$ cat src/rtl/rfcrc_pkg.sv
// Constants, field layouts and state codes of the reader CRC and frame shaping block.
// Assumes one system clock; shared by the block and its bench.
package rfcrc_pkg;

   // Register indices; byte address is four times the index
   localparam logic [5:0]  IDX_TX_CRC_SETUP   = 6'h2c;
   localparam logic [5:0]  IDX_RX_CRC_SETUP   = 6'h2d;
   localparam logic [5:0]  IDX_TX_FRAME_LEN   = 6'h2e;
   localparam logic [5:0]  IDX_TX_PULSE_WIDTH = 6'h2f;
   localparam logic [5:0]  IDX_CTRL           = 6'h38;
   localparam logic [5:0]  IDX_STATUS         = 6'h39;
   localparam logic [5:0]  IDX_USER_SEED      = 6'h3a;

   // Field positions
   localparam int          CRC_EN_BIT         = 0;
   localparam int          CRC_COMPL_BIT      = 1;
   localparam int          CRC_KIND_LSB       = 2;
   localparam int          CRC_SEED_LSB       = 4;
   localparam int          RX_FWD_BIT         = 7;
   localparam int          FRM_BITS_LSB       = 0;
   localparam int          FRM_PAYLOAD_BIT    = 3;
   localparam int          FRM_GRID_BIT       = 4;
   localparam int          CTRL_START_BIT     = 0;
   localparam int          CTRL_MILLER_BIT    = 1;
   localparam int          CTRL_POS_LSB       = 2;
   localparam int          STAT_ERR_BIT       = 0;

   // Writable bits and reset values
   localparam logic [7:0]  TX_SETUP_MASK      = 8'h7f;
   localparam logic [7:0]  FRAME_MASK         = 8'h1f;
   localparam logic [7:0]  CTRL_MASK          = 8'h0e;
   localparam logic [7:0]  RST_REG8           = 8'h00;
   localparam logic [15:0] RST_USER_SEED      = 16'h0000;

   // Reflected polynomials and value masks
   localparam logic [15:0] POLY_CRC16         = 16'h8408;
   localparam logic [15:0] POLY_CRC8          = 16'h00b8;
   localparam logic [15:0] POLY_CRC5          = 16'h0012;
   localparam logic [15:0] MASK_CRC16         = 16'hffff;
   localparam logic [15:0] MASK_CRC8          = 16'h00ff;
   localparam logic [15:0] MASK_CRC5          = 16'h001f;

   // Seed table entries
   localparam logic [15:0] SEED16_C1          = 16'h6363;
   localparam logic [15:0] SEED16_C2          = 16'ha671;
   localparam logic [15:0] SEED16_C3          = 16'hfffe;
   localparam logic [15:0] SEED8_C1           = 16'h0012;
   localparam logic [15:0] SEED8_C2           = 16'h00bf;
   localparam logic [15:0] SEED8_C3           = 16'h00fd;
   localparam logic [15:0] SEED5_C1           = 16'h0012;

   // Carrier clocks per elementary time unit
   localparam int          DEF_BIT_CLKS       = 128;

   typedef enum logic [1:0] {
      RFCRC_KIND_CRC5  = 2'b00,
      RFCRC_KIND_CRC8  = 2'b01,
      RFCRC_KIND_CRC16 = 2'b10,
      RFCRC_KIND_RSVD  = 2'b11
   } rfcrc_kind_type;

   typedef enum logic [2:0] {
      RFCRC_TX_IDLE = 3'b000,
      RFCRC_TX_GRID = 3'b001,
      RFCRC_TX_LOAD = 3'b010,
      RFCRC_TX_SEND = 3'b011,
      RFCRC_TX_CRC  = 3'b100,
      RFCRC_TX_SYM  = 3'b101
   } rfcrc_tx_state_type;

endpackage

$ cat src/rtl/rfcrc_top.sv
// Transmit framing with CRC append, receive CRC check and forwarding, APB registers.
// Assumes byte source and bit demodulator run on clk; one bit per rx_bit_valid pulse.
//
// Chosen here: the APB interface to the registers.
`timescale 1ns/10ps

module rfcrc_top
   import rfcrc_pkg::*;
#(
   parameter int unsigned BIT_CLKS = rfcrc_pkg::DEF_BIT_CLKS
)(
   // Clock and reset
   input  wire logic       clk,
   input  wire logic       rst_n,
   // APB slave
   input  wire logic       psel,
   input  wire logic       penable,
   input  wire logic       pwrite,
   input  wire logic [7:0] paddr,
   input  wire logic [31:0] pwdata,
   output logic            pready,
   output logic [31:0]     prdata,
   output logic            pslverr,
   // Transmit byte source
   input  wire logic [7:0] tx_data,
   input  wire logic       tx_data_valid,
   input  wire logic       tx_data_last,
   output logic            tx_data_ready,
   // Modulation output
   output logic            tx_mod,
   // Receive bit stream
   input  wire logic       rx_bit,
   input  wire logic       rx_bit_valid,
   input  wire logic       rx_frame_end,
   // Receive bytes towards the buffer
   output logic [7:0]      rx_byte,
   output logic            rx_byte_valid
);

   localparam logic [15:0] BIT_LAST = 16'(BIT_CLKS - 1);
   localparam logic [15:0] QUARTER  = 16'(BIT_CLKS / 4);

   // Polynomial of a kind; reserved code behaves as CRC16
   function automatic logic [15:0] crc_poly(input logic [1:0] kind);
      crc_poly = (kind == RFCRC_KIND_CRC5) ? POLY_CRC5 :
                 (kind == RFCRC_KIND_CRC8) ? POLY_CRC8 : POLY_CRC16;
   endfunction

   function automatic logic [15:0] crc_mask(input logic [1:0] kind);
      crc_mask = (kind == RFCRC_KIND_CRC5) ? MASK_CRC5 :
                 (kind == RFCRC_KIND_CRC8) ? MASK_CRC8 : MASK_CRC16;
   endfunction

   function automatic logic [4:0] crc_width(input logic [1:0] kind);
      crc_width = (kind == RFCRC_KIND_CRC5) ? 5'd5 :
                  (kind == RFCRC_KIND_CRC8) ? 5'd8 : 5'd16;
   endfunction

   // One LSB-first step of a reflected CRC
   function automatic logic [15:0] crc_step(input logic [1:0] kind,
                                            input logic [15:0] c,
                                            input logic b);
      logic [15:0] r;
      r = {1'b0, c[15:1]};
      if (c[0] ^ b)
      begin
         r = r ^ crc_poly(kind);
      end
      crc_step = r & crc_mask(kind);
   endfunction

   // Seed table; codes four and five give zero
   function automatic logic [15:0] seed_val(input logic [1:0] kind,
                                            input logic [2:0] sel,
                                            input logic [15:0] user);
      logic [15:0] v;
      logic        k16;
      logic        k8;
      k16 = (kind != RFCRC_KIND_CRC5) && (kind != RFCRC_KIND_CRC8);
      k8  = (kind == RFCRC_KIND_CRC8);
      case (sel)
         3'h1:    v = k16 ? SEED16_C1 : (k8 ? SEED8_C1 : SEED5_C1);
         3'h2:    v = k16 ? SEED16_C2 : (k8 ? SEED8_C2 : 16'h0000);
         3'h3:    v = k16 ? SEED16_C3 : (k8 ? SEED8_C3 : 16'h0000);
         3'h6:    v = user;
         3'h7:    v = 16'hffff;
         default: v = 16'h0000;
      endcase
      seed_val = v & crc_mask(kind);
   endfunction

   // Registers
   logic [7:0]         tx_setup_q;
   logic [7:0]         rx_setup_q;
   logic [7:0]         frame_q;
   logic [7:0]         width_q;
   logic [7:0]         ctrl_q;
   logic [15:0]        user_seed_q;
   logic               crc_err_q;
   logic               pready_q;
   logic               pslverr_q;
   logic [31:0]        prdata_q;

   // Transmit state
   rfcrc_tx_state_type tx_state_q;
   rfcrc_tx_state_type tx_state_d;
   logic [15:0]        bc_q;
   logic [15:0]        grid_q;
   logic [7:0]         byte_q;
   logic [3:0]         bits_left_q;
   logic               last_q;
   logic [15:0]        crc_tx_q;
   logic [15:0]        crc_sh_q;
   logic [4:0]         crc_left_q;
   logic               ready_q;
   logic               mod_q;

   // Receive state
   logic [15:0]        hist_q;
   logic [4:0]         rx_cnt_q;
   logic [15:0]        rx_crc_q;
   logic [7:0]         asm_q;
   logic [3:0]         asm_n_q;
   logic [7:0]         rx_byte_q;
   logic               rx_byte_valid_q;

   // Field views
   wire logic          tx_append_en   = tx_setup_q[CRC_EN_BIT];
   wire logic          tx_compl       = tx_setup_q[CRC_COMPL_BIT];
   wire logic [1:0]    tx_kind        = tx_setup_q[CRC_KIND_LSB +: 2];
   wire logic [2:0]    tx_seed_sel    = tx_setup_q[CRC_SEED_LSB +: 3];
   wire logic          rx_check_en    = rx_setup_q[CRC_EN_BIT];
   wire logic          rx_compl       = rx_setup_q[CRC_COMPL_BIT];
   wire logic [1:0]    rx_kind        = rx_setup_q[CRC_KIND_LSB +: 2];
   wire logic [2:0]    rx_seed_sel    = rx_setup_q[CRC_SEED_LSB +: 3];
   wire logic          rx_fwd         = rx_setup_q[RX_FWD_BIT];
   wire logic [2:0]    final_bits     = frame_q[FRM_BITS_LSB +: 3];
   wire logic          payload_en     = frame_q[FRM_PAYLOAD_BIT];
   wire logic          grid_align     = frame_q[FRM_GRID_BIT];
   wire logic          miller_sel     = ctrl_q[CTRL_MILLER_BIT];
   wire logic [1:0]    pulse_pos      = ctrl_q[CTRL_POS_LSB +: 2];

   // APB decode
   wire logic [5:0]    idx      = paddr[7:2];
   wire logic          setup_ph = psel & penable & ~pready_q;
   wire logic          acc      = psel & penable & pready_q;
   wire logic          hit      = (idx == IDX_TX_CRC_SETUP) || (idx == IDX_RX_CRC_SETUP) ||
                                  (idx == IDX_TX_FRAME_LEN) || (idx == IDX_TX_PULSE_WIDTH) ||
                                  (idx == IDX_CTRL) || (idx == IDX_STATUS) ||
                                  (idx == IDX_USER_SEED);
   wire logic          wr       = acc & pwrite & ~pslverr_q;
   wire logic          wr_ctrl  = wr & (idx == IDX_CTRL);
   wire logic          start    = wr_ctrl & pwdata[CTRL_START_BIT] &
                                  (tx_state_q == RFCRC_TX_IDLE);
   wire logic          tx_busy  = (tx_state_q != RFCRC_TX_IDLE);
   wire logic          rx_busy  = (rx_cnt_q != 5'd0);

   // Read mux
   logic [31:0]        rdata;
   always_comb
   begin
      rdata = 32'h0000_0000;
      if (idx == IDX_TX_CRC_SETUP)
         rdata[7:0] = tx_setup_q;
      else if (idx == IDX_RX_CRC_SETUP)
         rdata[7:0] = rx_setup_q;
      else if (idx == IDX_TX_FRAME_LEN)
         rdata[7:0] = frame_q;
      else if (idx == IDX_TX_PULSE_WIDTH)
         rdata[7:0] = width_q;
      else if (idx == IDX_CTRL)
         rdata[7:0] = ctrl_q;
      else if (idx == IDX_STATUS)
         rdata[2:0] = {rx_busy, tx_busy, crc_err_q};
      else if (idx == IDX_USER_SEED)
         rdata[15:0] = user_seed_q;
   end

   // APB answer one cycle into the access phase
   always_ff @(posedge clk or negedge rst_n)
   begin
      if (!rst_n)
      begin
         pready_q  <= 1'b0;
         pslverr_q <= 1'b0;
         prdata_q  <= 32'h0000_0000;
      end
      else
      begin
         pready_q  <= setup_ph;
         pslverr_q <= setup_ph & ~hit;
         prdata_q  <= (setup_ph & ~pwrite & hit) ? rdata : 32'h0000_0000;
      end
   end

   // Software registers; the hardware error set wins over its clear
   wire logic          err_set;
   wire logic          err_clr = wr & (idx == IDX_STATUS) & pwdata[STAT_ERR_BIT];
   always_ff @(posedge clk or negedge rst_n)
   begin
      if (!rst_n)
      begin
         tx_setup_q  <= RST_REG8;
         rx_setup_q  <= RST_REG8;
         frame_q     <= RST_REG8;
         width_q     <= RST_REG8;
         ctrl_q      <= RST_REG8;
         user_seed_q <= RST_USER_SEED;
         crc_err_q   <= 1'b0;
      end
      else
      begin
         if (wr && idx == IDX_TX_CRC_SETUP)   tx_setup_q  <= pwdata[7:0] & TX_SETUP_MASK;
         if (wr && idx == IDX_RX_CRC_SETUP)   rx_setup_q  <= pwdata[7:0];
         if (wr && idx == IDX_TX_FRAME_LEN)   frame_q     <= pwdata[7:0] & FRAME_MASK;
         if (wr && idx == IDX_TX_PULSE_WIDTH) width_q     <= pwdata[7:0];
         if (wr_ctrl)                         ctrl_q      <= pwdata[7:0] & CTRL_MASK;
         if (wr && idx == IDX_USER_SEED)      user_seed_q <= pwdata[15:0];
         crc_err_q <= err_set | (crc_err_q & ~err_clr);
      end
   end

   // Transmit bit timing and sequencing
   wire logic          bit_end    = (bc_q == BIT_LAST);
   wire logic          grid_end   = (grid_q == BIT_LAST);
   wire logic          take       = ready_q & tx_data_valid;
   wire logic [15:0]   crc_next   = crc_step(tx_kind, crc_tx_q, byte_q[0]);
   wire logic [15:0]   crc_final  = (tx_compl ? ~crc_next : crc_next) & crc_mask(tx_kind);
   wire logic [3:0]    load_bits  = (tx_data_last && final_bits != 3'b000) ?
                                    {1'b0, final_bits} : 4'd8;
   wire logic          last_bit   = (bits_left_q == 4'd1);
   wire rfcrc_tx_state_type first_st = payload_en ? RFCRC_TX_LOAD : RFCRC_TX_SYM;

   always_comb
   begin
      tx_state_d = tx_state_q;
      case (tx_state_q)
         RFCRC_TX_IDLE:
            if (start)
               tx_state_d = grid_align ? RFCRC_TX_GRID : first_st;
         RFCRC_TX_GRID:
            if (grid_end)
               tx_state_d = first_st;
         RFCRC_TX_LOAD:
            if (take)
               tx_state_d = RFCRC_TX_SEND;
         RFCRC_TX_SEND:
            if (bit_end && last_bit)
               tx_state_d = !last_q ? RFCRC_TX_LOAD :
                            (tx_append_en ? RFCRC_TX_CRC : RFCRC_TX_IDLE);
         RFCRC_TX_CRC:
            if (bit_end && crc_left_q == 5'd1)
               tx_state_d = RFCRC_TX_IDLE;
         RFCRC_TX_SYM:
            if (bit_end)
               tx_state_d = RFCRC_TX_IDLE;
         default:
            tx_state_d = RFCRC_TX_IDLE;
      endcase
   end

   // Free-running unit grid, and bit timer restarted at each bit
   always_ff @(posedge clk or negedge rst_n)
   begin
      if (!rst_n)
      begin
         tx_state_q <= RFCRC_TX_IDLE;
         grid_q     <= 16'h0000;
         bc_q       <= 16'h0000;
      end
      else
      begin
         tx_state_q <= tx_state_d;
         grid_q     <= grid_end ? 16'h0000 : grid_q + 16'h0001;
         bc_q       <= (bit_end || tx_state_d != tx_state_q) ? 16'h0000 : bc_q + 16'h0001;
      end
   end

   // Data path: byte shift LSB first, CRC accumulate, CRC shift out
   always_ff @(posedge clk or negedge rst_n)
   begin
      if (!rst_n)
      begin
         byte_q      <= 8'h00;
         bits_left_q <= 4'd0;
         last_q      <= 1'b0;
         crc_tx_q    <= 16'h0000;
         crc_sh_q    <= 16'h0000;
         crc_left_q  <= 5'd0;
         ready_q     <= 1'b0;
      end
      else
      begin
         ready_q <= (tx_state_d == RFCRC_TX_LOAD) & ~take;
         if (start)
            crc_tx_q <= seed_val(tx_kind, tx_seed_sel, user_seed_q);
         if (take)
         begin
            byte_q      <= tx_data;
            bits_left_q <= load_bits;
            last_q      <= tx_data_last;
         end
         else if (tx_state_q == RFCRC_TX_SEND && bit_end)
         begin
            byte_q      <= {1'b0, byte_q[7:1]};
            bits_left_q <= bits_left_q - 4'd1;
            crc_tx_q    <= crc_next;
            if (last_bit && last_q)
            begin
               crc_sh_q   <= crc_final;
               crc_left_q <= crc_width(tx_kind);
            end
         end
         else if (tx_state_q == RFCRC_TX_CRC && bit_end)
         begin
            crc_sh_q   <= {1'b0, crc_sh_q[15:1]};
            crc_left_q <= crc_left_q - 5'd1;
         end
      end
   end

   // Pulse shaping: start position, width plus one, cut at bit end
   wire logic [15:0]   start_off = 16'(QUARTER * {14'h0000, pulse_pos});
   wire logic [15:0]   off       = bc_q - start_off;
   wire logic          in_win    = (bc_q >= start_off) && (off <= {8'h00, width_q});
   wire logic          cur_bit   = (tx_state_q == RFCRC_TX_SEND) ? byte_q[0] :
                                   (tx_state_q == RFCRC_TX_CRC)  ? crc_sh_q[0] :
                                   (tx_state_q == RFCRC_TX_SYM);
   wire logic          sending   = (tx_state_q == RFCRC_TX_SEND) ||
                                   (tx_state_q == RFCRC_TX_CRC) || (tx_state_q == RFCRC_TX_SYM);
   always_ff @(posedge clk or negedge rst_n)
   begin
      if (!rst_n)
         mod_q <= 1'b0;
      else
         mod_q <= sending & cur_bit & (~miller_sel | in_win);
   end

   // Receive: last CRC-width bits held back, older bits fed to CRC
   wire logic [4:0]    rx_w     = crc_width(rx_kind);
   wire logic [4:0]    drop_idx = 5'd16 - rx_w;
   wire logic          rx_full  = (rx_cnt_q >= rx_w);
   wire logic          drop_bit = hist_q[drop_idx[3:0]];
   wire logic [15:0]   rx_seed  = seed_val(rx_kind, rx_seed_sel, user_seed_q);
   wire logic [15:0]   rx_recv  = hist_q >> drop_idx;
   wire logic [15:0]   rx_exp   = (rx_compl ? ~rx_crc_q : rx_crc_q) & crc_mask(rx_kind);
   assign err_set = rx_frame_end & rx_check_en & (~rx_full | (rx_recv != rx_exp));
   wire logic          asm_go   = rx_bit_valid & (rx_fwd | rx_full);
   wire logic          asm_bit  = rx_fwd ? rx_bit : drop_bit;
   wire logic [3:0]    pad_sh   = 4'd8 - asm_n_q;

   always_ff @(posedge clk or negedge rst_n)
   begin
      if (!rst_n)
      begin
         hist_q   <= 16'h0000;
         rx_cnt_q <= 5'd0;
         rx_crc_q <= 16'h0000;
      end
      else if (rx_frame_end)
      begin
         hist_q   <= 16'h0000;
         rx_cnt_q <= 5'd0;
      end
      else if (rx_bit_valid)
      begin
         hist_q   <= {rx_bit, hist_q[15:1]};
         rx_cnt_q <= (rx_cnt_q == 5'd31) ? rx_cnt_q : rx_cnt_q + 5'd1;
         rx_crc_q <= rx_full ? crc_step(rx_kind, rx_crc_q, drop_bit) : rx_seed;
      end
   end

   // Byte assembly towards the buffer; a partial byte is flushed at frame end
   always_ff @(posedge clk or negedge rst_n)
   begin
      if (!rst_n)
      begin
         asm_q           <= 8'h00;
         asm_n_q         <= 4'd0;
         rx_byte_q       <= 8'h00;
         rx_byte_valid_q <= 1'b0;
      end
      else
      begin
         rx_byte_valid_q <= 1'b0;
         if (rx_frame_end)
         begin
            asm_n_q         <= 4'd0;
            rx_byte_q       <= asm_q >> pad_sh;
            rx_byte_valid_q <= (asm_n_q != 4'd0);
         end
         else if (asm_go)
         begin
            asm_q   <= {asm_bit, asm_q[7:1]};
            asm_n_q <= (asm_n_q == 4'd7) ? 4'd0 : asm_n_q + 4'd1;
            if (asm_n_q == 4'd7)
            begin
               rx_byte_q       <= {asm_bit, asm_q[7:1]};
               rx_byte_valid_q <= 1'b1;
            end
         end
      end
   end

   // Outputs
   assign pready        = pready_q;
   assign pslverr       = pslverr_q;
   assign prdata        = prdata_q;
   assign tx_data_ready = ready_q;
   assign tx_mod        = mod_q;
   assign rx_byte       = rx_byte_q;
   assign rx_byte_valid = rx_byte_valid_q;

   // Helper: length of the current modulation pulse
   logic [8:0] mod_run_q;
   always_ff @(posedge clk or negedge rst_n)
   begin
      if (!rst_n)
         mod_run_q <= 9'd0;
      else
         mod_run_q <= mod_q ? mod_run_q + 9'd1 : 9'd0;
   end
endmodule

$ cat config.mk
export PLATFORM = sky130hd
export DESIGN_NAME = rfcrc_top
export DESIGN_NICKNAME = d
export VERILOG_FILES = /design/src/rtl/rfcrc_pkg.sv /design/src/rtl/rfcrc_top.sv
export SDC_FILE = /design/constraint.sdc
export NUM_CORES = 1
export LEC_CHECK = 0
export BUFFER_PORTS_ARGS = -buffer_cell sky130_fd_sc_hd__buf_2
export CAP_MARGIN = 20
export CORE_AREA = 5 5 197 142
export CTS_BUF_LIST = sky130_fd_sc_hd__clkbuf_2
export DETAILED_ROUTE_END_ITERATION = 10
export DIE_AREA = 0 0 202 147
export PLACE_DENSITY = 0.71
export SETUP_SLACK_MARGIN = 0.4
export SLEW_MARGIN = 20
export SYNTH_ARGS = -nofsm -noshare
export SYNTH_HDL_FRONTEND = slang
export SYNTH_SLANG_ARGS = --single-unit
$ cat constraint.sdc
create_clock -name clk -period 8.94 [get_ports clk]
set_clock_uncertainty 0.05 [all_clocks]
set_input_delay 0.894 -clock clk [delete_from_list [all_inputs] [get_ports clk]]
set_output_delay 0.894 -clock clk [all_outputs]
set_load 0.05 [all_outputs]
==> results by group, run 1 <==
STA
  – Setup TNS: 0 ps
  – Rel. slew slack: 28.3%
  – Final setup fails: 0
  – Setup ws final: 4910 ps
  – Final Cycle Share: 45.1%
  – Worst-margin pin slew: 1070 ps
  – RSZ-0062 raised after global routing: false
  – Max Clk Rate: 0.248 GHz
  – Hold_ws: 196 ps
  – Slew Viols, Final: 0
  – Hold Vio Cnt, Final: 0
  – Final min period: 4030 ps

Global routing
  – Vias in the first global route: 9018
  – Total grt overflow: 0
  – Initial antenna violation count: 1
  – GRT Util Overall: 19.1%
  – Global-route wire length before repair: 47100 um
  – Largest net degree at the start of global routing: 78

Status
  – Status: finished clean

Die
  – Initial core utilization: 45.7%
  – Std-Cell Rows: 50
  – Die width: 202 um
  – Io pins: 103
  – Area of the core: 0.0261 mm^2
  – Die H: 147 um
  – Die area: 0.0297 mm^2

Power and ir drop
  – Total leakage power: 6.10 nW
  – P per Cell Area: 146 mW/mm^2
  – VDD IR-drop max: 0.112 mV
  – Power consumption: 1.88 mW

Placed design
  – Routability cong.: 0.926
  – Post-DP Area: 0.0124 mm^2
  – Placed insts: 1602
  – Post-detail-place hpwl: 20100 um
  – DP Worst Slack: 4940 ps
  – # port buffers: 68

Final layout
  – Nets@finish: 1405
  – Final non-filler cell total: 1698
  – Fillers: 2449
  – Final Cell Area: 0.0129 mm^2
  – Synthesis-to-layout area growth: 7.93%
  – Final core occ: 49.3%
  – Share of layout cells above drive strength 1: 16.8%

Run
  – Max-cap violations: 0

Yosys
  – Sequential share of the synthesized area: 44.3%
  – Post-synth EDFFs: 0
  – Post-synth ARST share: 100%
  – Flops & latches, synth: 211
  – Synth warn: 0
  – Synth unique cells: 80
  – Top post-synthesis cells by area: dfrtp_1 44%, mux2_2 5.0%, mux2i_1 4.6%
  – Gate Count Post-Synth: 1259
  – Post-synth top area share: 44.3%
  – Largest area contributor in the netlist: dfrtp_1
  – Syn Std Cell Area: 0.0119 mm^2
  – Syn_area_per_cell: 9.47 um^2
  – Top_reg_cell synth: dfrtp_1

Route
  – WL final: 28400 um
  – Post-route DRC: 0
  – Post-DR wirelength/cell: 16.7 um
  – Iter 0 DRT Violations: 758
  – Drt first pass iters: 5
  – Antenna-violating nets left: 0
  – Vias: 9468
  – Vias per cell: 5.58

Clocking
  – Root Buffer: clkbuf_2
  – Postcts setup bufs: 0
  – Clock Sinks: 211
  – CTS Buf Count: 52
  – Clock Latency Late Sink: 850 ps
  – PostCTS Resize Cnt: 0
  – CTS tree: done
  – Clock slew seen by the registers of the worst setup and hold paths: 110 ps
  – Max H-tree Level: 2
  – Clk buf depth: 3

Worst setup path
  – Critical path class: register to register
  – CP max FO: 25
  – Setup crit start kind: register
  – Worst-case reg-to-reg path depth: 10
  – Worst Path Arrival: 4670 ps
  – CP required: 9580 ps
  – Worst setup EP type: register

Min path
  – Hold Path Stages: 3
  – HP Class: input port to register
==> path summary, 6_finish.rpt <==
path                               start              end  slack, ps
min                           tx_data[7]        byte_q[7]        200
max                        rx_setup_q[3]      rx_crc_q[8]       4910
min reg2reg                    grid_q[6]        grid_q[6]        430
max reg2reg                rx_setup_q[3]      rx_crc_q[8]       4910
max in group asynchronous          rst_n   bits_left_q[0]       7050
min in group asynchronous          rst_n  user_seed_q[14]        570
==> what timing repair did <==
item / in CTS / in global routing
setup endpoints to repair: 0 / 0
hold endpoints to repair: 49 / 0
hold buffers: 1 / 0
==> registers in the layout (all words and copies together) (netlist names), 3 cells and up <==
signal and cells:
rx_crc_q 16, tx_state_q 3, byte_q 8, width_q 8, prdata 16, crc_tx_q 16, rx_setup_q 8, ctrl_q 3
hist_q 16, bits_left_q 4, crc_sh_q 16, user_seed_q 16, frame_q 5, bc_q 16, asm_q 8, rx_cnt_q 5
rx_byte 8, crc_left_q 5, grid_q 16, tx_setup_q 7, asm_n_q 4
==> report_power, final <==
group,internal [mW],switching (mW),total (mW)
sequential,0.981,0.0364,1.02
combinational,0.0928,0.147,0.240
clock,0.219,0.402,0.621
total,1.29,0.586,1.88
==> Yosys cell counts, types with 10 or more instances <==
library cell / n
and3_1: 10
xnor2_1: 47
buf_2: 10
dfrtp_1: 211
nor2_1: 130
nor3_1: 27
nand2b_1: 13
xor2_1: 43
clkbuf_1: 48
a31oi_1: 28
nand2_1: 116
mux2i_1: 55
ha_1: 26
o22ai_1: 13
a21oi_1: 52
buf_4: 20
inv_1: 46
nor2b_1: 14
nand3_1: 46
and2_1: 14
mux2_2: 53
o21ai_0: 86
nand4_1: 15
==> per-layer routing <==
layer | part of all wire [%] | GRT usage [%] | wire, um | vias to the layer above
met5 | 0 | 0 | 0 | -
met4 | 1.6 | 4.92 | 446 | 0
met3 | 7.0 | 3.84 | 1980 | 46
met2 | 42 | 26.6 | 11900 | 275
met1 | 50 | 30.0 | 14100 | 4598
li1 | - | - | - | 4549
==> critical path: stages (launching register included) <==
cell	delay (ps)
dfrtp_1	890
inv_1	360
nand2_1	300
inv_1	140
ha_1	280
or3b_1	340
a21o_1	190
a21o_1	190
a21oi_2	770
mux2i_1	270
o21ai_0	90
==> cell usage in the layout (no fill, tap or decap), drive strengths merged, types with 15 or more instances in the layout <==
master	n
nand3	47
nand4	15
xnor2	47
a21oi	53
nand2	117
o21ai	88
mux2	53
dfrtp	211
conb	16
a31oi	29
mux2i	55
clkinv	20
xor2	43
nor3	29
nor2	130
ha	26
clkbuf	73
inv	48
buf	76
==> logic make-up after synthesis <==
group	after synthesis	share of synthesized area, %
other	1	0.0314
buffers and inverters	133	5.05
DFF	211	44.3
muxes	109	9.81
and+or+nand+nor	425	17.2
adders and majority gates	27	2.90
AOI/OAI and AO/OA	263	14.1
xor gates and xnor gates	90	6.61
==> layout make-up <==
| class | instances | area (um^2) | area share (%) |
|---|---|---|---|
| clock inverters | 21 | 81.3 | 0.632 |
| repair buffers | 78 | 447 | 3.47 |
| multi-input cells | 930 | 6100 | 47.4 |
| diodes | 1 | 2.50 | 0.0194 |
| inverters | 47 | 176 | 1.37 |
| flip-flops and latches | 211 | 5280 | 41.0 |
| clock buffers | 72 | 360 | 2.80 |
| well taps | 338 | 423 | 3.29 |
No activity file was read; power rests on OpenSTA's default activity.
==> inputs of run 2 (changes only) <==
Settings changed: PLACE_DENSITY 0.71 to 0.73.
Clock period 8.94 ns to 3.65 ns, I/O delays scaled along.
==> run 2 against run 1 <==
Combinational power grew to 2.6 times the previous value; critical path depth unchanged; core utilization grew 1.7 points; sequential share of layout area decreased by 1.3 points; total power grew 150%; sequential cell count did not move; global-route usage is 0.33 points higher; die area unchanged; register-to-register slack got worse by 4400 ps; largest power group unchanged; highest routed layer unchanged.
==> results by group, run 2 (same netlist as run 1, synthesis figures left out) <==
Global routing
  – GRT Util Overall: 19.4% (was 19.1%)
  – Vias in the first global route: 9219 (was 9018)
  – Largest net degree at the start of global routing: 96 (was 78)
  – Global-route wire length before repair: 48100 um (was 47100 um)
  – Total grt overflow: 0 (unchanged)
  – Initial antenna violation count: 1 (unchanged)

Die
  – Die area: 0.0297 mm^2 (unchanged)
  – Die width: 202 um (unchanged)
  – Initial core utilization: 45.7% (unchanged)
  – Area of the core: 0.0261 mm^2 (unchanged)
  – Io pins: 103 (unchanged)
  – Std-Cell Rows: 50 (unchanged)
  – Die H: 147 um (unchanged)

STA
  – RSZ-0062 raised after global routing: false (unchanged)
  – Final setup fails: 0 (unchanged)
  – Worst-margin pin slew: 952 ps (was 1070 ps)
  – Hold Vio Cnt, Final: 0 (unchanged)
  – Slew Viols, Final: 0 (unchanged)
  – Max Clk Rate: 0.323 GHz (was 0.248 GHz)
  – Final Cycle Share: 84.8% (was 45.1%)
  – Final min period: 3100 ps (was 4030 ps)
  – Hold_ws: 80.5 ps (was 196 ps)
  – Setup TNS: 0 ps (unchanged)
  – Rel. slew slack: 36.5% (was 28.3%)
  – Setup ws final: 554 ps (was 4910 ps)

Route
  – Post-route DRC: 0 (unchanged)
  – Iter 0 DRT Violations: 969 (was 758)
  – Vias per cell: 5.53 (was 5.58)
  – WL final: 29200 um (was 28400 um)
  – Vias: 9655 (was 9468)
  – Antenna-violating nets left: 0 (unchanged)
  – Drt first pass iters: 6 (was 5)
  – Post-DR wirelength/cell: 16.7 um (about the same)

Worst setup path
  – CP max FO: 9 (was 25)
  – Setup crit start kind: register (unchanged)
  – Worst setup EP type: register (unchanged)
  – CP required: 4280 ps (was 9580 ps)
  – Worst Path Arrival: 3720 ps (was 4670 ps)
  – Worst-case reg-to-reg path depth: 10 (unchanged)
  – Critical path class: register to register (unchanged)

Min path
  – HP Class: input port to async pin (was input port to register)

Final layout
  – Most frequent cells in the layout: 211 x dfrtp_1, 130 x nor2_1, 116 x nand2_1 (unchanged)
  – Synthesis-to-layout area growth: 11.6% (was 7.93%)
  – Commonest non-fill, non-tap cell in the layout: dfrtp_1 (unchanged)
  – Fillers: 2376 (was 2449)
  – Area of the multi-input gates: 0.00610 mm^2 (about the same)
  – Nets@finish: 1451 (was 1405)
  – Final Cell Area: 0.0133 mm^2 (was 0.0129 mm^2)
  – Register area: 0.00528 mm^2 (unchanged)
  – Share of layout cells above drive strength 1: 17.4% (was 16.8%)

Placed design
  – Routability cong.: 0.929 (was 0.926)
  – # port buffers: 68 (unchanged)
  – Post-detail-place hpwl: 20100 um (about the same)
  – Post-DP Area: 0.0125 mm^2 (was 0.0124 mm^2)
  – DP Worst Slack: 544 ps (was 4940 ps)

Clocking
  – Clock Sinks: 211 (unchanged)
  – Root Buffer: clkbuf_2 (unchanged)
  – Max H-tree Level: 2 (unchanged)
  – CTS Buf Count: 53 (was 52)
  – Clock Latency Late Sink: 880 ps (was 850 ps)
  – Clock slew seen by the registers of the worst setup and hold paths: 120 ps (was 110 ps)
  – Clk buf depth: 3 (unchanged)
  – CTS tree: done (unchanged)

Power and ir drop
  – VDD IR-drop max: 0.282 mV (was 0.112 mV)
  – P per Cell Area: 352 mW/mm^2 (was 146 mW/mm^2)
  – Total leakage power: 6.32 nW (was 6.10 nW)

Status
  – Status: finished clean (unchanged)

Run
  – Max-cap violations: 0 (unchanged)
[run 2: area by class of cell]
| type | instances | area share (%) |
|---|---|---|
| diodes | 1 | 0.0188 |
| clock buffers | 81 | 3.05 |
| clock inverters | 14 | 0.414 |
| inverters | 47 | 1.33 |
| multi-input cells | 930 | 45.8 |
| flip-flops and latches | 211 | 39.7 |
| well taps | 338 | 3.18 |
| repair buffers | 123 | 6.52 |
[run 2: power by group]
group          switching, mW  leakage, nW  internal, mW  total [mW]
sequential            0.0860         2.77          2.40        2.49
clock                  0.989        0.366         0.586        1.57
combinational          0.364         3.18         0.251       0.616
[run 2: worst max-delay path: stages (launching register included)]
cell and delay, ps:
dfrtp_1 380, inv_1 100, nand2_1 180, inv_1 180, ha_1 250, or3b_1 350, a21o_1 200, a21o_1 210
a21o_1 320, o21ai_4 390, mux2_2 380
[run 2: final timing paths]
kind,slack (ps),to,start
worst max-delay path,550,asm_q[0],rx_setup_q[2]
min in group clk,80,last_q,tx_data_valid
worst min-delay path,80,tx_setup_q[5],rst_n
worst min register to register,430,grid_q[6],grid_q[6]
worst max register to register,550,asm_q[0],rx_setup_q[2]
max in group asynchronous,2530,grid_q[15],rst_n
[run 2: per-stage QoR]
step	total power [mW]	utilization, %	instances
floorplan	2.94	-	1274
CTS	4.74	51.0	1743
global placement	3.10	47.8	1611
detailed placement	3.12	47.8	1611
finish	4.68	51.0	1745
global route	4.96	51.0	1745
[run 2: repair_timing]
action	4_1_cts	5_1_grt
hold buffers	37	0
setup buffers	0	1
setup endpoints to repair	0	6
resized for setup	0	0
endpoints found under the hold margin	173	0
[run 2: metal layers]
layer | routed length (um) | GRT usage, % | up-vias
met5 | 0 | 0 | -
met4 | 443 | 4.68 | 0
li1 | - | - | 4635
met3 | 2080 | 4.48 | 45
met2 | 12400 | 27.9 | 320
met1 | 14200 | 29.6 | 4655
==> inputs of run 3 (changes only) <==
Settings changed: PLACE_DENSITY 0.73 to 0.71.
Clock period 3.65 ns to 2.87 ns, I/O delays scaled along.
==> run 3 against run 2 <==
Routed wire length up 4.7%; core utilization increased by 2.7 points; critical path type unchanged; highest routed layer unchanged; final cell count rose by 2.9%; sequential cell count unchanged.
==> results by group, run 3 (same netlist as run 1, synthesis figures left out) <==
Status
  – Status: finished clean (unchanged)

Power and ir drop
  – Combinational power share: 14.6% (was 13.2%)
  – P per Cell Area: 427 mW/mm^2 (was 352 mW/mm^2)
  – Total leakage power: 6.64 nW (was 6.32 nW)
  – Reg power frac: 52.9% (was 53.2%)
  – Clk network pwr share: 32.5% (was 33.6%)
  – P_sw: 1.83 mW (was 1.44 mW)
  – Pint: 4.15 mW (was 3.24 mW)
  – VDD IR-drop max: 0.346 mV (was 0.282 mV)
  – Net Sw Frac: 30.6% (was 30.8%)

Global routing
  – Largest net degree at the start of global routing: 77 (was 96)
  – GRT Util Overall: 20.3% (was 19.4%)
  – Initial antenna violation count: 1 (unchanged)
  – Total grt overflow: 0 (unchanged)
  – Vias in the first global route: 9767 (was 9219)
  – Global-route wire length before repair: 50100 um (was 48100 um)

Die
  – Area of the core: 0.0261 mm^2 (unchanged)
  – Initial core utilization: 45.7% (unchanged)
  – Die width: 202 um (unchanged)
  – Die area: 0.0297 mm^2 (unchanged)
  – Io pins: 103 (unchanged)
  – Die H: 147 um (unchanged)
  – Std-Cell Rows: 50 (unchanged)

Placed design
  – Post-detail-place hpwl: 21000 um (was 20100 um)
  – # port buffers: 68 (unchanged)
  – Routability cong.: 0.930 (was 0.929)

Clocking
  – Clock Latency Late Sink: 850 ps (was 880 ps)
  – CTS tree: done (unchanged)
  – Clk buf depth: 3 (unchanged)
  – CTS Buf Count: 54 (was 53)
  – Clock slew seen by the registers of the worst setup and hold paths: 100 ps (was 120 ps)
  – Clock Sinks: 211 (unchanged)
  – Root Buffer: clkbuf_2 (unchanged)
  – Max H-tree Level: 2 (unchanged)

Route
  – Iter 0 DRT Violations: 624 (was 969)
  – Vias: 9893 (was 9655)
  – Post-DR wirelength/cell: 17.0 um (was 16.7 um)
  – Post-route DRC: 0 (unchanged)
  – WL final: 30600 um (was 29200 um)
  – Drt first pass iters: 5 (was 6)
  – Antenna-violating nets left: 0 (unchanged)
  – Vias per cell: 5.51 (was 5.53)

Final layout
  – Fillers: 2326 (was 2376)
  – Register area: 0.00528 mm^2 (unchanged)
  – Nets@finish: 1506 (was 1451)
  – Most frequent cells in the layout: 211 x dfrtp_1, 130 x nor2_1, 115 x nand2_1 (was 211 x dfrtp_1, 130 x nor2_1, 116 x nand2_1)
  – Share of layout cells above drive strength 1: 20.4% (was 17.4%)
  – Area of the multi-input gates: 0.00627 mm^2 (was 0.00610 mm^2)
  – Commonest non-fill, non-tap cell in the layout: dfrtp_1 (unchanged)
  – Synthesis-to-layout area growth: 17.5% (was 11.6%)

Worst setup path
  – Critical path class: register to register (unchanged)
  – Setup crit start kind: register (unchanged)
  – Worst setup EP type: register (unchanged)
  – Worst Path Arrival: 3210 ps (was 3720 ps)
  – CP max FO: 7 (was 9)
  – CP required: 3550 ps (was 4280 ps)

STA
  – Final min period: 2530 ps (was 3100 ps)
  – Hold_ws: 141 ps (was 80.5 ps)
  – Worst-margin pin slew: 805 ps (was 952 ps)
  – Rel. slew slack: 46.3% (was 36.5%)
  – Final Cycle Share: 88.3% (was 84.8%)
  – RSZ-0062 raised after global routing: true (was false)
  – Final setup fails: 0 (unchanged)
  – Slew Viols, Final: 0 (unchanged)
  – Max Clk Rate: 0.395 GHz (was 0.323 GHz)
  – Hold Vio Cnt, Final: 0 (unchanged)
  – Setup TNS: 0 ps (unchanged)

Min path
  – HP Class: input port to register (was input port to async pin)

Run
  – Max-cap violations: 0 (unchanged)
==> run 3: changes by cell type in the layout (fill, tap and decap cells not counted), sizes merged <==
cell,change
buf,+35
dlygate4sd3,+18
clkbuf,-1
clkinv,-1
inv,-1
==> run 3: power by group through the flow <==
stage	Clock [mW]	Combinational [mW]	Sequential (mW)
2_1_floorplan	0	0.536	3.22
3_3_place_gp	0	0.738	3.22
3_5_place_dp	0	0.768	3.22
4_1_cts	2.03	0.827	3.17
5_1_grt	2.19	0.980	3.18
6_report	1.94	0.876	3.16
==> run 3: path summary, 6_finish.rpt <==
check,start,endpoint,slack (ps),cells after the start
worst max register to register,rx_setup_q[2],rx_byte[1],340,10
worst min register to register,pready,pready,430,1
max in group asynchronous,rst_n,bc_q[13],1370,4
min in group asynchronous,rst_n,crc_tx_q[13],520,3
worst min-delay path,psel,prdata[5],140,4
worst max-delay path,rx_setup_q[2],rx_byte[1],340,10
==> run 3: repair_timing <==
item,CTS,global route
buffers inserted,6,16
pin swaps,7,16
hold endpoints to repair,339,0
gates resized for setup,7,36
gates cloned,0,1
setup endpoints to repair,29,74
hold buffers,55,0
==> run 3: routing by layer <==
| metal | vias up | global-route usage, % | wire length [um] |
|---|---|---|---|
| li1 | 4749 | - | - |
| met1 | 4761 | 29.9 | 14500 |
| met2 | 324 | 29.5 | 13300 |
| met3 | 59 | 4.66 | 2120 |
| met4 | 0 | 6.80 | 666 |
| met5 | - | 0 | 0 |
==> run 3: final cells by class <==
type                            count  share of cell area [%]
Antenna cell                        1                  0.0179
Clock buffer                       79                    2.82
Clock inverter                     12                   0.330
Inverter                           47                    1.29
Multi-Input combinational cell    930                    44.8
Sequential cell                   211                    37.7
Tap cell                          338                    3.02
Timing Repair Buffer              177                    10.0
==> run 3: worst max-delay path, cell delays in order (launching register included) <==
cell and delay, ps:
dfrtp_1 430, inv_4 80, nand2_4 60, inv_4 60, ha_4 180, or3b_1 340
a21o_1 170, a2111o_1 420, a31oi_4 180, buf_12 150, mux2_4 290
==> run 3: stage by stage <==
stage	setup slack, ps	area (um^2)	utilization (%)	power [mW]	std cells
final	336	14000	53.7	5.98	1795
after global routing	255	14000	53.7	6.35	1795
after CTS	274	13700	52.6	6.03	1777
after detailed placement	173	12600	48.5	3.99	1625
after global placement	237	12600	48.5	3.96	1625
after floorplan	139	12100	-	3.76	1274
